==> src/inc/oam_defines.vh <==
// constants for the operand addressing block
`ifndef OAM_DEFINES_VH
`define OAM_DEFINES_VH
// addressing modes
`define OAM_MODE_SRC_IMM   3'h0
`define OAM_MODE_SRC_DIR   3'h1
`define OAM_MODE_SRC_IDX   3'h2
`define OAM_MODE_DST_DIR   3'h3
`define OAM_MODE_DST_IDX   3'h4
`define OAM_MODE_DST_DIMM  3'h5
`define OAM_MODE_DST_XIMM  3'h6
// register selects
`define OAM_SEL_A          2'h0
`define OAM_SEL_F          2'h1
`define OAM_SEL_SP         2'h2
`define OAM_SEL_X          2'h3
// flags register
`define OAM_F_BANK_BIT     4
`define OAM_F_WMASK        8'h17
`define OAM_F_RESET        8'h02
`define OAM_REG_RESET      8'h00
// instruction lengths
`define OAM_LEN_TWO        2'h2
`define OAM_LEN_THREE      2'h3
`endif

==> src/logic/oam_operand_unit.v <==
// operand addressing and execute unit
`default_nettype none
`include "oam_defines.vh"
module oam_operand_unit (
	// clock and reset
	input  wire       core_clk,
	input  wire       rst_n,
	// instruction from fetch
	input  wire       instr_valid,
	input  wire [2:0] instr_mode,
	input  wire [2:0] instr_op,
	input  wire [1:0] instr_sel,
	input  wire       instr_reg_space,
	input  wire [7:0] instr_byte1,
	input  wire [7:0] instr_byte2,
	// data read answer
	input  wire [7:0] mem_rdata,
	// data access
	output reg        mem_rd,
	output reg        mem_wr,
	output reg  [7:0] mem_addr,
	output reg        mem_reg_space,
	output reg        mem_bank,
	output reg  [7:0] mem_wdata,
	// status
	output reg        busy,
	output reg        done,
	output reg  [1:0] instr_len,
	// core registers
	output reg  [7:0] acc,
	output reg  [7:0] index_x,
	output reg  [7:0] stack_pointer,
	output reg  [7:0] flags
);
	localparam ST_IDLE  = 2'h0;
	localparam ST_READ  = 2'h1;
	localparam ST_EXEC  = 2'h2;

	reg  [1:0] state_reg;
	reg  [1:0] state_next;
	reg  [2:0] op_reg;
	reg  [1:0] sel_reg;
	reg  [2:0] mode_reg;
	reg  [7:0] imm_reg;
	reg  [7:0] addr_next;
	reg  [7:0] src1;
	reg  [7:0] src2;

	wire [1:0] len_dec;
	wire       use_index;
	wire       dst_mem;
	wire       src_mem;
	wire       src_imm;
	wire [7:0] alu_result;
	wire       alu_carry;
	wire [1:0] mode_len;
	wire       m_use_index;
	wire       m_dst_mem;
	wire       m_src_mem;
	wire       m_src_imm;

	// decode for incoming instruction
	oam_mode_decode u_dec_in (
		.mode      (instr_mode),
		.len       (len_dec),
		.use_index (use_index),
		.dst_mem   (dst_mem),
		.src_mem   (src_mem),
		.src_imm   (src_imm)
	);

	// decode for instruction in flight
	oam_mode_decode u_dec_hold (
		.mode      (mode_reg),
		.len       (mode_len),
		.use_index (m_use_index),
		.dst_mem   (m_dst_mem),
		.src_mem   (m_src_mem),
		.src_imm   (m_src_imm)
	);

	// selected register value, used as second source of source modes
	function [7:0] reg_pick;
		input [1:0] sel;
		input [7:0] a;
		input [7:0] f;
		input [7:0] sp;
		input [7:0] x;
		begin
			case (sel)
				`OAM_SEL_A:  reg_pick = a;
				`OAM_SEL_F:  reg_pick = f;
				`OAM_SEL_SP: reg_pick = sp;
				default:     reg_pick = x;
			endcase
		end
	endfunction

	// 8-bit sum wraps; carry beyond bit 7 is dropped on purpose
	always @* begin
		if (use_index)
			addr_next = instr_byte1 + index_x;
		else
			addr_next = instr_byte1;
	end

	// first and second alu source per mode
	always @* begin
		src1 = imm_reg;
		src2 = reg_pick(sel_reg, acc, flags, stack_pointer, index_x);
		if (m_dst_mem) begin
			src2 = mem_rdata;
			if (m_src_imm)
				src1 = imm_reg;
			else if (mode_reg == `OAM_MODE_DST_IDX)
				src1 = acc;
			else if (sel_reg == `OAM_SEL_X)
				src1 = index_x;
			else
				src1 = acc;
		end else if (m_src_mem) begin
			src1 = mem_rdata;
		end else begin
			src1 = imm_reg;
		end
	end

	oam_alu u_alu (
		.op        (op_reg),
		.src1      (src1),
		.src2      (src2),
		.carry_in  (flags[2]),
		.result    (alu_result),
		.carry_out (alu_carry)
	);

	always @* begin
		state_next = state_reg;
		case (state_reg)
			ST_IDLE: begin
				if (instr_valid) begin
					if (src_mem || dst_mem)
						state_next = ST_READ;
					else
						state_next = ST_EXEC;
				end
			end
			ST_READ: state_next = ST_EXEC;
			ST_EXEC: state_next = ST_IDLE;
			default: state_next = ST_IDLE;
		endcase
	end

	always @(posedge core_clk or negedge rst_n) begin
		if (!rst_n) begin
			state_reg     <= ST_IDLE;
			op_reg        <= 3'h0;
			sel_reg       <= `OAM_SEL_A;
			mode_reg      <= `OAM_MODE_SRC_IMM;
			imm_reg       <= `OAM_REG_RESET;
			mem_rd        <= 1'b0;
			mem_wr        <= 1'b0;
			mem_addr      <= `OAM_REG_RESET;
			mem_reg_space <= 1'b0;
			mem_bank      <= 1'b0;
			mem_wdata     <= `OAM_REG_RESET;
			busy          <= 1'b0;
			done          <= 1'b0;
			instr_len     <= `OAM_LEN_TWO;
			acc           <= `OAM_REG_RESET;
			index_x       <= `OAM_REG_RESET;
			stack_pointer <= `OAM_REG_RESET;
			flags         <= `OAM_F_RESET;
		end else begin
			state_reg <= state_next;
			mem_rd    <= 1'b0;
			mem_wr    <= 1'b0;
			done      <= 1'b0;
			case (state_reg)
				ST_IDLE: begin
					if (instr_valid) begin
						busy          <= 1'b1;
						op_reg        <= instr_op;
						sel_reg       <= instr_sel;
						mode_reg      <= instr_mode;
						instr_len     <= len_dec;
						// three byte forms carry the immediate in the third byte
						imm_reg       <= (len_dec == `OAM_LEN_THREE) ? instr_byte2 : instr_byte1;
						mem_addr      <= addr_next;
						mem_reg_space <= instr_reg_space;
						mem_bank      <= flags[`OAM_F_BANK_BIT] & instr_reg_space;
						mem_rd        <= src_mem | dst_mem;
					end
				end
				ST_EXEC: begin
					busy <= 1'b0;
					done <= 1'b1;
					if (m_dst_mem) begin
						// source register left alone in destination modes
						mem_wr    <= 1'b1;
						mem_wdata <= alu_result;
					end else begin
						case (sel_reg)
							`OAM_SEL_A:  acc <= alu_result;
							`OAM_SEL_SP: stack_pointer <= alu_result;
							`OAM_SEL_X:  index_x <= alu_result;
							default:     flags <= (flags & ~`OAM_F_WMASK) | (alu_result & `OAM_F_WMASK);
						endcase
					end
					if (op_reg != 3'h0 && !(!m_dst_mem && sel_reg == `OAM_SEL_F)) begin
						flags[2] <= alu_carry;
						flags[1] <= (alu_result == 8'h00);
					end
				end
				default: begin
					busy <= busy;
				end
			endcase
		end
	end
endmodule
`default_nettype wire

==> src/logic/oam_mode_decode.v <==
// mode decode: length, source and destination kinds
`default_nettype none
`include "oam_defines.vh"
module oam_mode_decode (
	// mode in
	input  wire [2:0] mode,
	// decoded
	output reg  [1:0] len,
	output reg        use_index,
	output reg        dst_mem,
	output reg        src_mem,
	output reg        src_imm
);
	always @* begin
		len       = `OAM_LEN_TWO;
		use_index = 1'b0;
		dst_mem   = 1'b0;
		src_mem   = 1'b0;
		src_imm   = 1'b0;
		case (mode)
			`OAM_MODE_SRC_IMM: begin
				src_imm = 1'b1;
			end
			`OAM_MODE_SRC_DIR: begin
				src_mem = 1'b1;
			end
			`OAM_MODE_SRC_IDX: begin
				src_mem   = 1'b1;
				use_index = 1'b1;
			end
			`OAM_MODE_DST_DIR: begin
				dst_mem = 1'b1;
			end
			`OAM_MODE_DST_IDX: begin
				dst_mem   = 1'b1;
				use_index = 1'b1;
			end
			`OAM_MODE_DST_DIMM: begin
				dst_mem = 1'b1;
				src_imm = 1'b1;
				len     = `OAM_LEN_THREE;
			end
			`OAM_MODE_DST_XIMM: begin
				dst_mem   = 1'b1;
				src_imm   = 1'b1;
				use_index = 1'b1;
				len       = `OAM_LEN_THREE;
			end
			default: begin
				len = `OAM_LEN_TWO;
			end
		endcase
	end
endmodule
`default_nettype wire

==> src/logic/oam_alu.v <==
// small alu combining first and second source
`default_nettype none
`include "oam_defines.vh"
module oam_alu (
	// operands
	input  wire [2:0] op,
	input  wire [7:0] src1,
	input  wire [7:0] src2,
	input  wire       carry_in,
	// result
	output reg  [7:0] result,
	output reg        carry_out
);
	reg [8:0] sum;
	always @* begin
		sum       = 9'h000;
		result    = src1;
		carry_out = carry_in;
		case (op)
			3'h0: result = src1;
			3'h1: begin
				sum       = {1'b0, src2} + {1'b0, src1};
				result    = sum[7:0];
				carry_out = sum[8];
			end
			3'h2: begin
				sum       = {1'b0, src2} + {1'b0, src1} + {8'h00, carry_in};
				result    = sum[7:0];
				carry_out = sum[8];
			end
			3'h3: begin
				sum       = {1'b0, src2} - {1'b0, src1};
				result    = sum[7:0];
				carry_out = sum[8];
			end
			3'h4: result = src2 & src1;
			3'h5: result = src2 | src1;
			3'h6: result = src2 ^ src1;
			default: result = src1;
		endcase
	end
endmodule
`default_nettype wire

==> config.mk <==
export PLATFORM = sky130hd
export DESIGN_NAME = oam_operand_unit
export DESIGN_NICKNAME = d
export VERILOG_FILES = /design/src/logic/oam_operand_unit.v /design/src/logic/oam_mode_decode.v /design/src/logic/oam_alu.v
export VERILOG_INCLUDE_DIRS = /design/src /design/src/inc
export SDC_FILE = /design/constraint.sdc
export NUM_CORES = 1
export LEC_CHECK = 0
export BUFFER_PORTS_ARGS = -buffer_cell sky130_fd_sc_hd__buf_2
export CORE_ASPECT_RATIO = 0.8
export CORE_MARGIN = 1.5
export CORE_UTILIZATION = 56
export DETAILED_ROUTE_END_ITERATION = 6
export PLACE_DENSITY = 0.79
export SLEW_MARGIN = 20
export SYNTH_ARGS = -nofsm -noshare
export SYNTH_HDL_FRONTEND = slang
export SYNTH_HIERARCHICAL = 1
export SYNTH_SLANG_ARGS = --single-unit
==> constraint.sdc <==
create_clock -name core_clk -period 4.9 [get_ports core_clk]
set_input_delay 0.49 -clock core_clk [delete_from_list [all_inputs] [get_ports core_clk]]
set_output_delay 0.49 -clock core_clk [all_outputs]
set_load 0.01 [all_outputs]
==> impl_metrics.ini, run 1 <==
[floorplan]
num_io_pins = 92
floorplan.die_area_um2 = 10500
design.core.area_um2 = 9610
fp.dieH_um = 91.9
rows = 32
die_w_um = 114
starting_density_of_the_core = 0.576

[sta]
maxClockFrequency_ghz = 0.220
transition_time_of_the_tightest_slew_check_pin_ns = 0.983
timing.final.crit_period_ns = 4.55
timing.slew.headroom = 0.345
rsz_0062_raised_after_global_routing = false
worst_clock_skew_ns = 0.0108
timing.final.crit_share = 0.928
post-route-worst-setup-slack_ns = 0.351
tns_ns = 0
finalHoldViolCount = 0
pins_over_slew_limit = 0
final-setup-viol-count = 0

[critical_path]
critPathLaunchType = flop
ff2ff_path_depth = 18
critPathKind = reg2reg
slowest_cell_on_the_critical_path = dfrtp_1
worst_path_dominant_cell_family = compound AO/OA/AOI/OAI gates
endpoint_kind = flop
critPathMaxStageDelay_ns = 0.47
critPathRequiredTime_ns = 5.16
worst_r2r_startpoint = mode_reg[1]
worstPathBufferInverterCount = 2
arrival_ns = 4.81
worstSetupStartpoint = mode_reg[1]
cp_max_fo = 23
worst_r2r_endpoint = flags[1]
cp_cell_sequence = nand2_1 -> xnor2_2 -> buf_4 -> a221oi_1 -> a21oi_1 -> inv_1 -> ha_1 -> a21o_1 -> a221oi_2 -> nor2_1 -> or3_1 -> a31oi_1 -> a31oi_1 -> nor3_1 -> nand3_1 -> nor2_1 -> a21oi_1 -> o21ai_0
worst-r2r-setup-slack_ns = 0.35

[pwr]
power.density_nw_per_um2 = 883
leakagePower_nw = 3.07
ir_worst_vdd_mv = 0.393
power.total_mw = 5.65

[grt]
number_of_antenna_violations_at_the_first_check_in_global_routing = 1
grt_pass1_wl_um = 26300
groute.usage.overall = 0.327
number_of_global_route_vias_before_repair = 4951
overflow = 0
grt_max_degree = 71

[flow_run]
max_cap_viol_count = 0

[cts]
cts_buffers = 9
tritoncts = done
postCtsSetupRepairBufs = 0
htreeDepth = 3
numClockSinks = 70
cts.clk_slew.worst_paths_ns = 0.06
clock_latency_on_the_worst_skew_pair_ns = 0.34
root_buffer = clkbuf_16
cts.path.max_buffers = 2

[outcome]
outcome = finished clean

[worst_hold_path]
hold_path_class = in2async

[placement]
placement.setup.worst_slack_ns = 0.374
numPortBuffers = 87
gp_routability_congestion = 0.963
instance_count_after_placement_with_tap_cells_included = 815
detailed_place_hpwl_um = 12200

[routing]
drtPass1Iterations = 6
post_drt_via_cell_ratio = 6.22
routed_antenna_nets = 0
postRouteWirelength_um = 16600
route.detailed.wl_per_inst_um = 20.0
drcViolationCount = 0
routed-via-count = 5171
detailedRoute.firstIterationViolations = 469

[cells_and_area]
multi_input_gate_area_in_the_final_layout_um2 = 3500
layout-drive-gt1-share = 0.258
regArea_um2 = 1760
num-nets-final = 779
final-instance-count-excl-fill = 832
areaGrowthSynthToFinish_pct = 15.6
utilization_of_the_core_after_routing = 0.666
fillers = 769

[logic_synthesis]
synth_cells = 628
syn_area_um2 = 5530
avgSynthCellArea_um2 = 8.81
synth_warnings = 6
layer usage:
| layer | routed length (um) | part of all wire | GRT usage | vias up |
|---|---|---|---|---|
| met2 | 7520 | 0.45 | 0.510 | 262 |
| li1 | - | - | - | 2384 |
| met4 | 269 | 0.016 | 0.0729 | 0 |
| met5 | 0 | 0 | 0 | - |
| met3 | 1500 | 0.090 | 0.0879 | 28 |
| met1 | 7340 | 0.44 | 0.456 | 2497 |
final cells by class:
type,count,share of cell area
clock buffers,12,0.0401
inverters,35,0.0205
flip-flops and latches,70,0.274
multi-input cells,492,0.547
clock inverters,4,0.0121
diodes,1,0.000391
well taps,119,0.0233
repair buffers,99,0.0821
placed cells by master, fill, tap and decap left out, types with 6 or more instances in the layout:
cell type,n
ha_1,32
and3_1,6
nand2b_1,6
nor2_1,39
a211oi_1,7
buf_2,87
xor2_1,6
inv_1,34
nand3_1,10
o21ai_1,8
mux2_2,43
clkbuf_16,9
dfrtp_1,67
o21ai_0,49
mux2i_1,30
buf_4,12
nand2_1,92
o22ai_1,8
a221oi_1,6
xnor2_1,8
a21oi_1,31
nor3_1,15
where the power goes:
part	total, mW	switching (mW)	leakage [nW]	internal, mW
combinational	3.82	2.29	2.05	1.53
sequential	1.10	0.288	0.852	0.810
clock	0.733	0.256	0.163	0.476
stage by stage:
stage	cell area (um2)	hold WS [ns]
detailed placement	6060	0.453
floorplan	5550	0.194
CTS	6390	0.337
global placement	6060	0.441
finish	6400	0.346
global route	6400	0.355
worst max path at each step:
stage / to / slack, ns / cells after the start
final: flags[1] / 0.35 / 18
after global routing: flags[1] / 0.04 / 19
after CTS: flags[1] / 0.33 / 19
after detailed placement: flags[1] / 0.37 / 19
after global placement: flags[1] / 0.57 / 19
after floorplan: flags[1] / 0.58 / 18
what timing repair did:
action | 4_1_cts | 5_1_grt
resized for setup | 0 | 4
hold buffers | 0 | 0
endpoints found under the setup margin | 0 | 1
Note: power is estimated with default switching activity, not from simulation.
==> inputs of run 2 (changes only) <==
MAX_ROUTING_LAYER = met4   (was default)
==> run 2 against run 1 <==
Net effect:
- register-to-register slack barely moved
- setup slack worse by 0.0073 ns
- critical path depth is 2 higher
- utilization shrank 0.47 points
- cell area down 0.70%
- clock power fell by 12%
- count of clock-buffer cells in the layout is 2 lower
- largest power group unchanged
- first-iteration DRC count up 7.7%
- critical path type unchanged
- final cell count shrank 0.24%
- power is 1.9% lower
==> impl_metrics.ini, run 2 (synthesized netlist as in run 1, its figures left out) <==
[pwr]
internal_power_component_mw = 2.74
sequential_share_of_power = 0.197
power.density_nw_per_um2 = 873
switchingPower_mw = 2.81
leakagePower_nw = 3.05
combPwrFrac = 0.687
clock_power_share = 0.116
ir_worst_vdd_mv = 0.373
fraction_of_power_spent_switching_nets = 0.506

[routing]
route.detailed.wl_per_inst_um = 19.4
routed-via-count = 5225
routed_antenna_nets = 0
detailedRoute.firstIterationViolations = 505
post_drt_via_cell_ratio = 6.30
drcViolationCount = 0
drtPass1Iterations = 5
postRouteWirelength_um = 16100

[floorplan]
design.core.area_um2 = 9610
rows = 32
floorplan.die_area_um2 = 10500
starting_density_of_the_core = 0.576
num_io_pins = 92
fp.dieH_um = 91.9
die_w_um = 114

[cts]
postCtsSetupRepairBufs = 0
cts.path.max_buffers = 2
clock_latency_on_the_worst_skew_pair_ns = 0.34
root_buffer = clkbuf_16
tritoncts = done
cts_buffers = 9
cts.clk_slew.worst_paths_ns = 0.06
numClockSinks = 70
htreeDepth = 3
total_of_hold_buffers_inserted_after_clock_tree_synthesis = 0

[cells_and_area]
final-instance-count-excl-fill = 830
mostFrequentLayoutCells = 92 x nand2_1, 87 x buf_2, 68 x dfrtp_1, 49 x o21ai_0, 43 x mux2_2
num_antenna_cells = 0
layout-drive-gt1-share = 0.255
num-nets-final = 778
final_common_cell = nand2_1
areaGrowthSynthToFinish_pct = 14.8

[placement]
gp_routability_congestion = 0.954
numPortBuffers = 87
instance_count_after_placement_with_tap_cells_included = 814
detailed_place_hpwl_um = 12200
placement.setup.worst_slack_ns = 0.354

[grt]
grt_max_degree = 71
number_of_antenna_violations_at_the_first_check_in_global_routing = 0
number_of_global_route_vias_before_repair = 5032
grt_pass1_wl_um = 26200
overflow = 0
groute.usage.overall = 0.332

[worst_hold_path]
hold_path_class = in2async

[critical_path]
arrival_ns = 4.81
cp_cell_sequence = xor2_1 -> o21ai_0 -> buf_4 -> nand2_1 -> o21ai_0 -> nand2_1 -> o21ai_2 -> inv_1 -> ha_1 -> or2_1 -> a221oi_1 -> o32ai_1 -> or3_1 -> a31oi_1 -> a31oi_1 -> nor3_1 -> nand3_1 -> nor2_1 -> a21oi_1 -> o21ai_0
slowest_cell_on_the_critical_path = dfrtp_1
critPathRequiredTime_ns = 5.15
cp_max_fo = 16
critPathLaunchType = flop
critPathMaxStageDelay_ns = 0.52
critical_path.most_common_cell = o21ai_0
endpoint_kind = flop
critPathKind = reg2reg

[sta]
transition_time_of_the_tightest_slew_check_pin_ns = 0.942
maxClockFrequency_ghz = 0.219
finalHoldViolCount = 0
timing.slew.headroom = 0.372
tns_ns = 0
timing.final.crit_share = 0.930
rsz_0062_raised_after_global_routing = false
hold-worst-slack_ns = 0.343
timing.final.crit_period_ns = 4.56
worst_clock_skew_ns = 0.00883
final-setup-viol-count = 0
pins_over_slew_limit = 0
post-route-worst-setup-slack_ns = 0.344

[flow_run]
max_cap_viol_count = 0

[outcome]
outcome = finished clean
run 2: path summary, 6_finish.rpt:
path	from	endpoint	slack, ns	cells after the start
min in group core_clk	instr_op[1]	op_reg[1]	0.34	3
max in group asynchronous	rst_n	stack_pointer[6]	3.97	2
min reg2reg	instr_len[1]	instr_len[1]	0.46	2
min	rst_n	busy	0.34	2
max	mode_reg[2]	flags[1]	0.34	20
max reg2reg	mode_reg[2]	flags[1]	0.34	20
run 2: final cells by class:
type	count	area (um2)
clock buffers	10	229
clock inverters	6	62.6
fillers	792	3250
inverters	35	131
multi-input cells	492	3510
flip-flops and latches	70	1750
well taps	119	149
repair buffers	98	518
run 2: per-layer routing:
| layer | vias to the layer above | global-route usage | wire length [um] |
|---|---|---|---|
| met4 | 0 | 0.0938 | 405 |
| li1 | 2383 | - | - |
| met5 | - | - | 0 |
| met2 | 294 | 0.486 | 6960 |
| met1 | 2501 | 0.453 | 6970 |
| met3 | 47 | 0.0932 | 1800 |
run 2: worst max-delay path, delay by kind of cell (launching register included):
kind | cells | cell delay [ns]
AND/OR/NAND/NOR | 7 | 1.22
buffers and inverters | 2 | 0.39
flip-flops | 1 | 0.52
adder cells (fa/ha/maj) | 1 | 0.37
AO/OA/AOI/OAI | 9 | 1.74
XOR/XNOR | 1 | 0.21
run 2: through the flow:
step	instance area, um2	util	total power [mW]
after floorplan	5550	-	3.75
after global placement	6050	0.629	4.66
after detailed placement	6050	0.629	4.77
after CTS	6340	0.660	5.44
after global routing	6350	0.661	5.99
final	6350	0.661	5.55
run 2: timing repair:
action                                  in CTS  in global routing
endpoints found under the hold margin        0                  0
gates resized for setup                      0                  3
endpoints found under the setup margin       0                  1
run 2: power groups by stage:
stage | registers, mW | logic [mW] | clock network [mW]
3_5_place_dp | 1.09 | 3.69 | 0
6_report | 1.09 | 3.81 | 0.643
3_3_place_gp | 1.07 | 3.59 | 0
4_1_cts | 1.08 | 3.72 | 0.644
2_1_floorplan | 1.07 | 2.68 | 0
5_1_grt | 1.12 | 4.19 | 0.671
==> inputs of run 3 (changes only) <==
CORE_ASPECT_RATIO = 1.4   (was 0.8)
==> run 3 against run 2 <==
Net effect:
- first-iteration DRC count shrank 35%
- maximum frequency fell by 3.4%
- critical path depth is the same
- setup slack got worse by 0.16 ns
- count of clock-buffer cells in the layout is 1 higher
- power shrank 0.19%
- clock skew rose by 0.0024 ns
- global-route usage is 1.2 points higher
- critical path type unchanged
- critical endpoint unchanged
- highest routed layer unchanged
==> impl_metrics.ini, run 3 (synthesized netlist as in run 1, its figures left out) <==
[worst_hold_path]
hold_path_class = in2reg
worstHoldPathCells = 3

[placement]
gp_routability_congestion = 0.916
numPortBuffers = 87
detailed_place_hpwl_um = 12700
instance_count_after_placement_with_tap_cells_included = 829

[floorplan]
die_w_um = 87.0
rows = 42
starting_density_of_the_core = 0.582
fp.dieH_um = 121
floorplan.die_area_um2 = 10500
design.core.area_um2 = 9510
num_io_pins = 92

[sta]
pins_over_slew_limit = 0
timing.slew.headroom = 0.382
maxClockFrequency_ghz = 0.212
final-setup-viol-count = 0
hold-worst-slack_ns = 0.347
rsz_0062_raised_after_global_routing = false
finalHoldViolCount = 0
timing.final.crit_share = 0.962
tns_ns = 0
timing.final.crit_period_ns = 4.71
transition_time_of_the_tightest_slew_check_pin_ns = 0.923
worst_clock_skew_ns = 0.0112

[outcome]
outcome = finished clean

[cts]
cts_buffers = 9
cts.clk_slew.worst_paths_ns = 0.06
htreeDepth = 3
clock_latency_on_the_worst_skew_pair_ns = 0.33
root_buffer = clkbuf_16
postCtsSetupRepairBufs = 0
numClockSinks = 70
total_of_hold_buffers_inserted_after_clock_tree_synthesis = 0
cts.path.max_buffers = 2
tritoncts = done
cts_resized = 0

[cells_and_area]
regArea_um2 = 1760
mostFrequentLayoutCells = 92 x nand2_1, 87 x buf_2, 67 x dfrtp_1, 49 x o21ai_0, 43 x mux2_2
final_common_cell = nand2_1
layout-drive-gt1-share = 0.257
num-nets-final = 780
final-instance-count-excl-fill = 845
fillers = 788
multi_input_gate_area_in_the_final_layout_um2 = 3500
utilization_of_the_core_after_routing = 0.670
areaGrowthSynthToFinish_pct = 15.2
num_antenna_cells = 0

[routing]
drcViolationCount = 0
post_drt_via_cell_ratio = 6.06
routed-via-count = 5117
route.detailed.wl_per_inst_um = 19.7
routed_antenna_nets = 0
postRouteWirelength_um = 16700
drtPass1Iterations = 5
detailedRoute.firstIterationViolations = 326

[grt]
globalRouteMet1Util = 0.375
grt_pass1_wl_um = 26700
overflow = 0
met2_global_route_usage = 0.588
number_of_antenna_violations_at_the_first_check_in_global_routing = 0
globalRoute.busiestLayer = met2
grt_max_degree = 71
met3_usage = 0.0505
number_of_global_route_vias_before_repair = 5254
groute.usage.overall = 0.344

[critical_path]
arrival_ns = 4.96
critPathLaunchType = flop
critPathRequiredTime_ns = 5.15
endpoint_kind = flop
cp_max_fo = 16
critPathKind = reg2reg
ff2ff_path_depth = 20

[pwr]
power.total_mw = 5.54
ir_worst_vdd_mv = 0.393
leakagePower_nw = 3.05
power.density_nw_per_um2 = 869

[flow_run]
max_cap_viol_count = 0
## run 3: path summary, 6_finish.rpt
| check | start | to | slack (ns) |
|---|---|---|---|
| max reg2reg | mode_reg[2] | flags[1] | 0.19 |
| max | mode_reg[2] | flags[1] | 0.19 |
| min reg2reg | state_reg[1] | state_reg[1] | 0.45 |
| min in group asynchronous | rst_n | state_reg[1] | 0.36 |
| max in group asynchronous | rst_n | reg_pick.sel[0] | 3.91 |
| min | instr_op[1] | op_reg[1] | 0.35 |
## run 3: metrics by stage
stage / setup slack [ns] / area, um2
after global routing: 0.0301 / 6380
after floorplan: 0.582 / 5550
after global placement: 0.401 / 6080
after CTS: 0.219 / 6370
final: 0.186 / 6380
after detailed placement: 0.293 / 6080
## run 3: layer usage
layer | vias to the layer above | wire length (um)
met2 | 216 | 8700
li1 | 2386 | -
met1 | 2450 | 6270
met5 | - | 0
met4 | 0 | 931
met3 | 65 | 761
## run 3: area by class of cell
cell class / instances / share of cell area
multi-input combinational: 492 / 0.549
clock inverter: 5 / 0.00942
clock buffer: 11 / 0.0365
timing repair buffer: 100 / 0.0836
inverter: 35 / 0.0206
sequential: 70 / 0.275
tap: 132 / 0.0259
## run 3: critical path, cell delays in order (launching register included)
cell      delay (ns)
dfrtp_1         0.48
xor2_1          0.18
o21ai_0         0.20
buf_4           0.22
nand2_1         0.06
o21ai_0         0.08
nand2_1         0.07
o21ai_1         0.24
inv_1           0.18
ha_1            0.37
or2_1           0.27
a221oi_1        0.48
o32ai_1         0.25
or3_1           0.36
a31oi_1         0.21
a31oi_1         0.26
nor3_1          0.21
nand3_1         0.09
nor2_1          0.13
a21oi_1         0.08
o21ai_0         0.20
## run 3: report_power, final
part / switching [mW] / leakage [nW] / internal, mW / total, mW
Sequential: 0.248 / 0.852 / 0.811 / 1.06
Clock: 0.239 / 0.140 / 0.395 / 0.634
Combinational: 2.32 / 2.06 / 1.53 / 3.85
